--- src/shared/isd_pkg.sv ---
// Shared constants for the interconnect space decoder
package isd_pkg;
  localparam int ADDR_W      = 16;
  localparam int SLOT_W      = 5;
  localparam int REGN_W      = 9;
  localparam int DATA_W      = 8;
  localparam int SLOT_MSB    = 15;
  localparam int SLOT_LSB    = 11;
  localparam int REGN_MSB    = 10;
  localparam int REGN_LSB    = 2;
  localparam int REG_COUNT   = 512;
  // Register numbers
  localparam logic [8:0] VENDOR_LOW_REG  = 9'h000;
  localparam logic [8:0] VENDOR_HIGH_REG = 9'h001;
  localparam logic [8:0] FIRST_USER_REG  = 9'h002;
  // Legal slot ranges per bus
  localparam logic [4:0] PSB_SLOT_MIN = 5'h00;
  localparam logic [4:0] PSB_SLOT_MAX = 5'h13;
  localparam logic [4:0] LBX_SLOT_MIN = 5'h18;
  localparam logic [4:0] LBX_SLOT_MAX = 5'h1d;
  localparam logic [4:0] CSA_SLOT     = 5'h00;
  localparam logic [4:0] PRIMARY_SLOT = 5'h18;
  localparam logic [7:0] DATA_ZERO    = 8'h00;
  localparam logic [1:0] LOW_ZERO     = 2'h0;
  // Register access classes
  typedef enum logic [1:0] {
    ISD_ACC_NONE = 2'b00,
    ISD_ACC_RW   = 2'b01,
    ISD_ACC_WO   = 2'b10,
    ISD_ACC_RO   = 2'b11
  } isd_acc_t;
endpackage

--- src/rtl/isd_user_regs.sv ---
// User-defined register array with per-register access class
`timescale 1ns/1ps
module isd_user_regs #(
  parameter int NUM_REGS = 16
) (
  input  wire logic                   mclk,
  input  wire logic                   nrst,
  input  wire logic                   wr_en,
  input  wire logic [8:0]             wr_idx,
  input  wire logic [7:0]             wr_data,
  input  wire logic [8:0]             rd_idx,
  output logic      [7:0]             rd_data,
  output logic                        rd_ok,
  output logic                        wr_pulse,
  output logic [NUM_REGS*8-1:0]       reg_flat
);
  typedef struct packed {
    logic [NUM_REGS-1:0][7:0] mem;
    logic                     pulse;
  } isd_ur_state_t;

  isd_ur_state_t s_q;
  isd_ur_state_t s_d;

  // Fixed access layout: every 4th index (low bits 2'h3) write-only, all other indices from 2 to NUM_REGS+1 read/write
  function automatic isd_pkg::isd_acc_t acc_of(input logic [8:0] idx);
    if (idx < isd_pkg::FIRST_USER_REG ||
        idx >= 9'(NUM_REGS + 2)) begin
      return isd_pkg::ISD_ACC_NONE;
    end else if (idx[1:0] == 2'h3) begin
      return isd_pkg::ISD_ACC_WO;
    end else begin
      return isd_pkg::ISD_ACC_RW;
    end
  endfunction

  initial begin
    if (NUM_REGS < 1 || NUM_REGS > 510) begin
      $error("isd_user_regs: NUM_REGS out of range");
    end
  end

  // Next-state: store writable registers, pulse on write-only strobe
  always_comb begin
    s_d       = s_q;
    s_d.pulse = 1'b0;
    if (wr_en && acc_of(wr_idx) == isd_pkg::ISD_ACC_RW) begin
      s_d.mem[wr_idx - isd_pkg::FIRST_USER_REG] = wr_data;
    end
    if (wr_en && acc_of(wr_idx) == isd_pkg::ISD_ACC_WO) begin
      s_d.pulse = 1'b1;
    end
  end

  always_ff @(posedge mclk or negedge nrst) begin
    if (!nrst) begin
      s_q <= '0;
    end else begin
      s_q <= s_d;
    end
  end

  // Read is combinational; caller registers it
  always_comb begin
    rd_data = isd_pkg::DATA_ZERO;
    rd_ok   = 1'b0;
    if (acc_of(rd_idx) == isd_pkg::ISD_ACC_RW) begin
      rd_data = s_q.mem[rd_idx - isd_pkg::FIRST_USER_REG];
      rd_ok   = 1'b1;
    end
  end

  assign wr_pulse = s_q.pulse;
  assign reg_flat = s_q.mem;
endmodule // isd_user_regs

--- src/rtl/isd_decoder.sv ---
// Interconnect space decoder: slot match and byte register access
`timescale 1ns/1ps
// Contract
// - Each transfer moves exactly one byte
// - Replier accepts reads and writes
// - Access only one of 512 registers
// - Single point-to-point access, no bursts
// - System bus slots 0 to 19, slot 0 central
// - Extension bus slots 24 to 29, 24 primary
// - Address 16 bits: slot, register, two zeros
// - Own slot ID captured at power-up
// - Both buses may share one register set
// - Registers 0 and 1 hold vendor code
// - Writes to vendor registers silently ignored
// - Registers 2 to 511 optional, user-defined
// - System bus compares with assigned slot
// - Extension bus compares with dedicated value
// - Mismatch never reaches local receiver
// - Match performs read or write on register
module isd_decoder #(
  parameter logic [15:0] VENDOR_CODE = 16'h5aa5,  // Arbitrary value
  parameter logic [4:0]  LBX_OWN_ID  = 5'h19,
  parameter int          USER_REGS   = 16
) (
  input  wire logic        mclk,
  input  wire logic        nrst,
  input  wire logic [4:0]  slot_strap,
  input  wire logic        psb_req,
  input  wire logic [15:0] psb_addr,
  input  wire logic        psb_write,
  input  wire logic [7:0]  psb_wdata,
  input  wire logic        lbx_req,
  input  wire logic [15:0] lbx_addr,
  input  wire logic        lbx_write,
  input  wire logic [7:0]  lbx_wdata,
  output logic             psb_ack,
  output logic             lbx_ack,
  output logic [7:0]       rdata,
  output logic             rx_valid,
  output logic             rx_write,
  output logic [8:0]       rx_regnum,
  output logic [7:0]       rx_wdata,
  output logic             user_strobe,
  output logic             slot_invalid
);
  typedef enum logic [1:0] {
    ISD_ST_STRAP = 2'b00,
    ISD_ST_IDLE  = 2'b01,
    ISD_ST_DONE  = 2'b10
  } isd_st_t;

  typedef struct packed {
    isd_st_t    st;
    logic [4:0] own_slot;
    logic       psb_ack;
    logic       lbx_ack;
    logic [7:0] rdata;
    logic       rx_valid;
    logic       rx_write;
    logic [8:0] rx_regnum;
    logic [7:0] rx_wdata;
    logic       slot_invalid;
  } isd_state_t;

  isd_state_t s_q;
  isd_state_t s_d;

  initial begin
    if (USER_REGS < 1 || USER_REGS > isd_pkg::REG_COUNT - 2) begin
      $error("isd_decoder: USER_REGS out of range");
    end
    if (LBX_OWN_ID < isd_pkg::LBX_SLOT_MIN ||
        LBX_OWN_ID > isd_pkg::LBX_SLOT_MAX) begin
      $error("isd_decoder: LBX_OWN_ID outside 24..29");
    end
  end

  // Strap pins pass three flops; change counted when last two agree
  logic [4:0] strap_s1;
  logic [4:0] strap_s2;
  logic [4:0] strap_s3;
  // Fill marks stages that hold pin samples, so reset zeros in the
  // synchroniser are never mistaken for a settled slot number
  logic [2:0] strap_fill;
  always_ff @(posedge mclk or negedge nrst) begin
    if (!nrst) begin
      strap_s1   <= '0;
      strap_s2   <= '0;
      strap_s3   <= '0;
      strap_fill <= '0;
    end else begin
      strap_s1   <= slot_strap;
      strap_s2   <= strap_s1;
      strap_s3   <= strap_s2;
      strap_fill <= {strap_fill[1:0], 1'b1};
    end
  end

  // Field extraction shared by both buses
  function automatic logic [4:0] slot_of(input logic [15:0] a);
    return a[isd_pkg::SLOT_MSB:isd_pkg::SLOT_LSB];
  endfunction
  function automatic logic [8:0] reg_of(input logic [15:0] a);
    return a[isd_pkg::REGN_MSB:isd_pkg::REGN_LSB];
  endfunction
  function automatic logic low_ok(input logic [15:0] a);
    return a[1:0] == isd_pkg::LOW_ZERO;
  endfunction

  // One shared register set serves both buses
  logic [7:0]                 ur_rdata;
  logic                       ur_rd_ok;
  logic                       ur_wr_en;
  logic [USER_REGS*8-1:0]     ur_flat;

  // Arbitration and decode
  logic        sel_psb;
  logic        sel_lbx;
  logic [15:0] cur_addr;
  logic        cur_write;
  logic [7:0]  cur_wdata;
  logic        hit;
  logic [8:0]  cur_reg;
  always_comb begin
    // System bus wins a tie; the loser waits for its ack
    sel_psb   = psb_req && !s_q.psb_ack && !s_q.lbx_ack &&
                s_q.st == ISD_ST_IDLE;
    sel_lbx   = lbx_req && !sel_psb && !s_q.psb_ack && !s_q.lbx_ack &&
                s_q.st == ISD_ST_IDLE;
    cur_addr  = sel_psb ? psb_addr  : lbx_addr;
    cur_write = sel_psb ? psb_write : lbx_write;
    cur_wdata = sel_psb ? psb_wdata : lbx_wdata;
    cur_reg   = reg_of(cur_addr);
    // Own assigned slot vs dedicated value per bus
    hit = (sel_psb && slot_of(cur_addr) == s_q.own_slot) ||
          (sel_lbx && slot_of(cur_addr) == LBX_OWN_ID);
    hit = hit && low_ok(cur_addr);
  end

  assign ur_wr_en = hit && cur_write;  // vendor regs never stored

  isd_user_regs #(
    .NUM_REGS (USER_REGS)
  ) u_user (
    .mclk     (mclk),
    .nrst     (nrst),
    .wr_en    (ur_wr_en),
    .wr_idx   (cur_reg),
    .wr_data  (cur_wdata),
    .rd_idx   (cur_reg),
    .rd_data  (ur_rdata),
    .rd_ok    (ur_rd_ok),
    .wr_pulse (user_strobe),
    .reg_flat (ur_flat)
  );

  // Main next-state logic
  always_comb begin
    s_d          = s_q;
    s_d.psb_ack  = 1'b0;
    s_d.lbx_ack  = 1'b0;
    s_d.rx_valid = 1'b0;
    case (s_q.st)
      ISD_ST_STRAP: begin
        // Slot captured once after reset release, when stable
        if (strap_fill[2] && strap_s2 == strap_s3) begin
          s_d.own_slot     = strap_s3;
          s_d.slot_invalid = strap_s3 > isd_pkg::PSB_SLOT_MAX;
          s_d.st           = ISD_ST_IDLE;
        end
      end
      ISD_ST_IDLE: begin
        // Each request is one beat; no address increment exists
        if (sel_psb || sel_lbx) begin
          s_d.psb_ack = sel_psb;
          s_d.lbx_ack = sel_lbx;
          s_d.rdata   = isd_pkg::DATA_ZERO;
          if (hit) begin
            s_d.rx_valid  = 1'b1;
            s_d.rx_write  = cur_write;
            s_d.rx_regnum = cur_reg;
            s_d.rx_wdata  = cur_wdata;
            if (!cur_write) begin
              if (cur_reg == isd_pkg::VENDOR_LOW_REG) begin
                s_d.rdata = VENDOR_CODE[7:0];
              end else if (cur_reg == isd_pkg::VENDOR_HIGH_REG) begin
                s_d.rdata = VENDOR_CODE[15:8];
              end else if (ur_rd_ok) begin
                s_d.rdata = ur_rdata;
              end
            end
          end
          s_d.st = ISD_ST_DONE;
        end
      end
      ISD_ST_DONE: begin
        // One idle cycle lets the requester drop its request
        s_d.st = ISD_ST_IDLE;
      end
      default: begin
        s_d.st = ISD_ST_STRAP;
      end
    endcase
  end

  always_ff @(posedge mclk or negedge nrst) begin
    if (!nrst) begin
      s_q <= '0;
    end else begin
      s_q <= s_d;
    end
  end

  // Outputs straight from state flops
  assign psb_ack      = s_q.psb_ack;
  assign lbx_ack      = s_q.lbx_ack;
  assign rdata        = s_q.rdata;
  assign rx_valid     = s_q.rx_valid;
  assign rx_write     = s_q.rx_write;
  assign rx_regnum    = s_q.rx_regnum;
  assign rx_wdata     = s_q.rx_wdata;
  assign slot_invalid = s_q.slot_invalid;
endmodule // isd_decoder

--- config.mk ---
export PLATFORM = sky130hd
export DESIGN_NAME = isd_decoder
export DESIGN_NICKNAME = d
export VERILOG_FILES = /design/src/shared/isd_pkg.sv /design/src/rtl/isd_user_regs.sv /design/src/rtl/isd_decoder.sv
export SDC_FILE = /design/constraint.sdc
export NUM_CORES = 1
export LEC_CHECK = 0
export BUFFER_PORTS_ARGS = -buffer_cell sky130_fd_sc_hd__buf_4
export CAP_MARGIN = 20
export CORE_MARGIN = 4
export CORE_UTILIZATION = 55
export CTS_BUF_LIST = sky130_fd_sc_hd__clkbuf_8
export CTS_CLUSTER_DIAMETER = 50
export CTS_CLUSTER_SIZE = 25
export DETAILED_ROUTE_END_ITERATION = 8
export GPL_TIMING_DRIVEN = 0
export PLACE_DENSITY = 0.75
export SLEW_MARGIN = 25
export SYNTH_ARGS = -nofsm -noshare
export SYNTH_HDL_FRONTEND = slang
export SYNTH_SLANG_ARGS = --single-unit
--- constraint.sdc ---
create_clock -name mclk -period 12.5 [get_ports mclk]
set_input_delay 0 -clock mclk [delete_from_list [all_inputs] [get_ports mclk]]
set_output_delay 0 -clock mclk [all_outputs]
set_load 0.01 [all_outputs]
# [Word-level counts from Yosys, hierarchy flattened]
# Index checks and enable logic that the tools add are counted.
[word_totals] inputBits=59 ff_bits=184 word_cells=99
[classes] eq_ne=11 mux=23 n_addsub=1 n_reduce_logical=28 magnitude_cmp=5
[op_table] operator="$bwmux W128" n=1
[op_table] operator="$mux W8" n=8
[op_table] operator="$mux W29" n=2
[op_table] operator="$bmux W8 S4" n=1
[op_table] operator="$demux W8 S4" n=1
[op_table] operator="$mux W27" n=1
[op_table] operator="$mux W16" n=1
[op_table] operator="$logic_and A1 B1 Y1" n=15
[op_table] operator="$eq A5 B5 Y1" n=2
[op_table] operator="$eq A9 B1 Y1 const B" n=1
[op_table] operator="$ge A9 B1 Y1 const B" n=1
[op_table] operator="$ge A9 B5 Y1 const B" n=1
[op_table] operator="$logic_not A9 Y1" n=1
[op_table] operator="$lt A9 B2 Y1 const B" n=1
[op_table] operator="$lt A9 B5 Y1 const B" n=1
[op_table] operator="$sub A9 B2 Y9 const B" n=1
[op_table] operator="$mux W7" n=1
[op_table] operator="$eq A2 B2 Y1 const B" n=3
[op_table] operator="$mux W2" n=3
[op_table] operator="$pmux W2 S3" n=1
[op_table] operator="$reduce_and A2 Y1" n=3
[op_table] operator="$eq A5 B5 Y1 const B" n=1
[op_table] operator="$gt A5 B5 Y1 const B" n=1
[op_table] operator="$eq A2 B1 Y1 const B" n=2
[op_table] operator="other kinds (7)" n=14

# [Depth between registers and ports, before layout]
[depth] word_depth=17 ltp_mapped=16

# [Modules after synthesis]
# Synthesis repeated with hierarchy kept, for this count alone.
[hier_totals] hier_cells=631 area_unflattened_um2=8715.9
[modules_own_cells] mod="isd_user_regs" cells_per_inst=427 area_per_inst_um2=6017.0 seq_area_each_um2=3228.1 instances=1
[modules_own_cells] mod="isd_decoder" cells_per_inst=204 area_per_inst_um2=2698.8 seq_area_each_um2=1376.3 instances=1

# [Worst setup path before layout]
# No wires, ideal clock.
[synth_path] path_type="register -> register" start="register s_q (netlist bit psb_ack)" end="register u_user.s_q (netlist bit u_user.reg_flat[112])" stages_incl_launch_ff=16 setup_time_ns=0.125 required_ns=12.375 arrival_ns=3.918 path_buffers=4 setup_slack_ns=8.457 cell_sequence="dfrtp_1 > nor4b_4 > nand2_2 > buf_6 > clkbuf_1 > mux2i_1 > ha_1 > clkbuf_1 > nand2b_1 > xnor2_1 > or4_4 > a21oi_4 > nand4_4 > or3_1 > buf_6 > mux2_4"
[synth_between] elab_chain_cells=14 elab_cells_between_ends=35
[synth_lines] element="start, declared" line="isd_decoder.sv:65" source="isd_state_t s_q;"
[synth_lines] element="start signal, assigned" line="isd_decoder.sv:208" source="s_q <= '0;"
[synth_lines] element="start signal, assigned" line="isd_decoder.sv:210" source="s_q <= s_d;"
[synth_lines] element="$logic_not A1 Y1 (*)" line="isd_decoder.sv:126, isd_decoder.sv:128"
[synth_lines] element="parallel branches: the longest is 13 deep, another holds $sub A9 B2 Y9"
[synth_lines] element="end signal, assigned" line="isd_user_regs.sv:57" source="s_q <= '0;"
[synth_lines] element="end signal, assigned" line="isd_user_regs.sv:59" source="s_q <= s_d;"
[synth_lines] element="end, declared" line="isd_user_regs.sv:22" source="isd_ur_state_t s_q;"
# Mark *: on every way between the ends.
# A chain may end at the register's enable or synchronous reset.

# [Worst setup path in the final report]
[layout_path] start="register s_q (netlist bit psb_ack)" end="register u_user.s_q (netlist bit u_user.reg_flat[35])"
# The elaborated chain is that of the path after synthesis.

==> flow_summary.ini <==
[run_status]
status = finished, final reports clean

[setup_path]
cpMaxStageDelayCell = o211ai_1
r2r_start = psb_ack
worstSetupStartpointType = flop
endpoint_kind = flop
timing.setup.critical_path_class = flop to flop
crit_path_frequent_cell = clkbuf_1
critPathMaxFanout = 10
path_cells = nor4b_4 > nand2_2 > buf_6 > clkbuf_1 > mux2i_1 > ha_1 > clkbuf_1 > nand2b_1 > o211ai_1 > buf_2 > nor2_1 > nand2b_1 > clkbuf_1 > mux2_2
arrival_ns = 5.46
reg2reg_to = u_user.reg_flat[35]
critical_path_required_ns = 12.86
rrSetupSlack_ns = 7.39
cpPeakStageDelay_ns = 0.62
r2r_cells = 14

[timing]
fmax_mhz = 196
worst_pin_slew_ns = 0.836
slew_viol_final = 0
finClkSkew_ns = 0.0118
tns_ns = 0
setup-violations-final = 0
period_needed_ns = 5.11
grt_setup_unrepaired = false
fin_crit_sh_pct = 40.8
hold_viol = 0
relSlewSlack_pct = 44.1

[synthesis]
syn_inst = 736
synth_area_per_cell_sq_um = 11.8
synthTopCellsByCount = dfrtp_1 (184), mux2_2 (100), clkbuf_1 (61), nand2_1 (59), buf_4 (25)
synth_ff_type = dfrtp_1
synth-edff-count = 0
ys_seq_area_share_pct = 53.1
yosys.area.top_type = dfrtp_1
synth_area_sq_mm = 0.00868
synth.most_common_cell = dfrtp_1
synth_top_area_share_pct = 53.1
synthDistinctLibCells = 66
async_reset_ff_share_pct = 100
yosysWarnings = 0
ys_ff_latch = 184
synth.net_count = 796
synth_area_leaders = dfrtp_1 (53%), mux2_2 (13%), mux2i_1 (2.8%), clkbuf_1 (2.6%), nand2_1 (2.6%)

[clock_network]
clock_path_buffers = 2
cts_tree = built
clock_latency_ns = 0.48
cts.htree.levels = 4
cts_root_buf = clkbuf_8
clkSlewWorstSetupHoldPaths_ns = 0.11
clkSinkCount = 184
cts_buffers = 17
postCtsResizedCells = 0
hold_buffers = 31
cts_setup_buffers = 0

[power]
power_leakage_uw = 0.00513
vdd_drop_max_mv = 0.0796
power_density_mw_per_mm2 = 139

[min_path]
min_from = psb_wdata[3]
hold_depth = 4
hold_end = rx_wdata[3]
hold_class = input pin to flop

[place]
dp_hpwl_um = 15200
placed_cells = 1036
portBuffers = 88
gp_congestion = 0.913

[die]
rows = 45
die_h_um = 134
io_pins = 90
die_area_sq_mm = 0.0179
coreArea_sq_mm = 0.0153
die_x_um = 134
start_util_pct = 56.7

[layout]
fin_util_pct = 67.6
antenna_cells = 0
area_growth_pct = 19.3
drive_gt1_share_pct = 32.7
finalNonFillerCells = 1099
final_net_count = 935

[global_route]
grt_max_degree = 100
grt_first_pass_wirelength_um = 34900
grt.total_usage_pct = 25.1
grt_pass1_vias = 6542
antenna_found_initial = 0
grt_overflow_total = 0

[drt]
vias = 6392
drt-wirelength-per-cell_um = 19.7
antenna_left = 0
drt-initial-drc-count = 461
drt_wl_total_um = 21700
drt-vias-per-instance = 5.82
first_pass_iters = 7
drc = 0

[flow_run]
cap_violations = 0
worst max-delay path, delay by kind of cell, from the launching register on:
kind | cells | cell delay (ns)
flip-flops | 1 | 0.43
AND/OR/NAND/NOR | 5 | 1.12
AO/OA/AOI/OAI | 1 | 0.62
adder cells (fa/ha/maj) | 1 | 0.18
buffers and inverters | 5 | 1.89
multiplexers | 2 | 0.73
per-stage QoR:
stage          setup WS (ns)  cell area (sq um)  hold WS, ns  power (uW)
6_report                7.39              10400       0.0172        1440
4_1_cts                 7.48              10400     0.000235        1440
3_3_place_gp            7.58               9600        0.110        1020
3_5_place_dp            7.47               9640       0.0471        1030
5_1_grt                 7.07              10400       0.0233        1510
2_1_floorplan           8.46               8680       -0.296         882
report_power, final:
part	switching, uW	internal [uW]
clock network	247	153
registers	19.3	621
logic	250	152
sequential cells by signal (all words and copies together) (netlist names):
name,cells
u_user.reg_flat,128
rx_regnum,9
rdata,8
rx_wdata,8
s_q,7
strap_s1,5
strap_s2,5
strap_s3,5
strap_fill,3
lbx_ack,1
psb_ack,1
rx_valid,1
rx_write,1
slot_invalid,1
u_user.wr_pulse,1
cell usage in the layout, fill, tap and decap left out, types with 11 or more instances in the layout:
cell and n:
inv_1 11, dlygate4sd3_1 31, clkbuf_1 61, mux2_2 100
and3_1 15, a21oi_1 22, nand3_1 15, mux2i_1 24
clkbuf_8 17, dfrtp_1 184, nand2_1 59, o21ai_0 17
o211ai_1 11, buf_4 112, nor2_1 22
layout make-up:
type / instances / area (sq um)
plain buffers: 100 / 497
clock buffers: 17 / 234
multi-input cells: 439 / 3530
fillers: 1152 / 4960
well taps: 211 / 264
inverters: 13 / 48.8
flip-flops and latches: 184 / 4600
clock inverters: 15 / 174
repair buffers: 120 / 1010
layer usage:
metal	up-vias	GRT usage, %	wire (um)
li1	2868	-	-
met1	3225	33.7	9120
met2	247	40.9	10500
met3	52	5.14	1460
met4	0	9.20	634
met5	-	0	0
cells by family after synthesis:
logic type	after synthesis	synth area share [%]
AO/OA/AOI/OAI	108	8.90
XOR/XNOR	15	1.51
adder cells (fa/ha/maj)	1	0.144
buffers and inverters	113	6.29
flip-flops	184	53.1
multiplexers	140	19.2
other	1	0.0432
AND/OR/NAND/NOR	174	10.8
worst max path at each step:
stage / slack, ns / start / cells after the start / end
4_1_cts: 7.48 / psb_ack / 14 / rdata[5]
5_1_grt: 7.07 / lbx_ack / 14 / u_user.reg_flat[35]
6_report: 7.39 / psb_ack / 14 / u_user.reg_flat[35]
3_5_place_dp: 7.47 / psb_ack / 14 / u_user.reg_flat[35]
3_3_place_gp: 7.58 / psb_ack / 14 / rdata[5]
2_1_floorplan: 8.46 / psb_ack / 15 / u_user.reg_flat[112]
(Power assumes the default switching activity.)
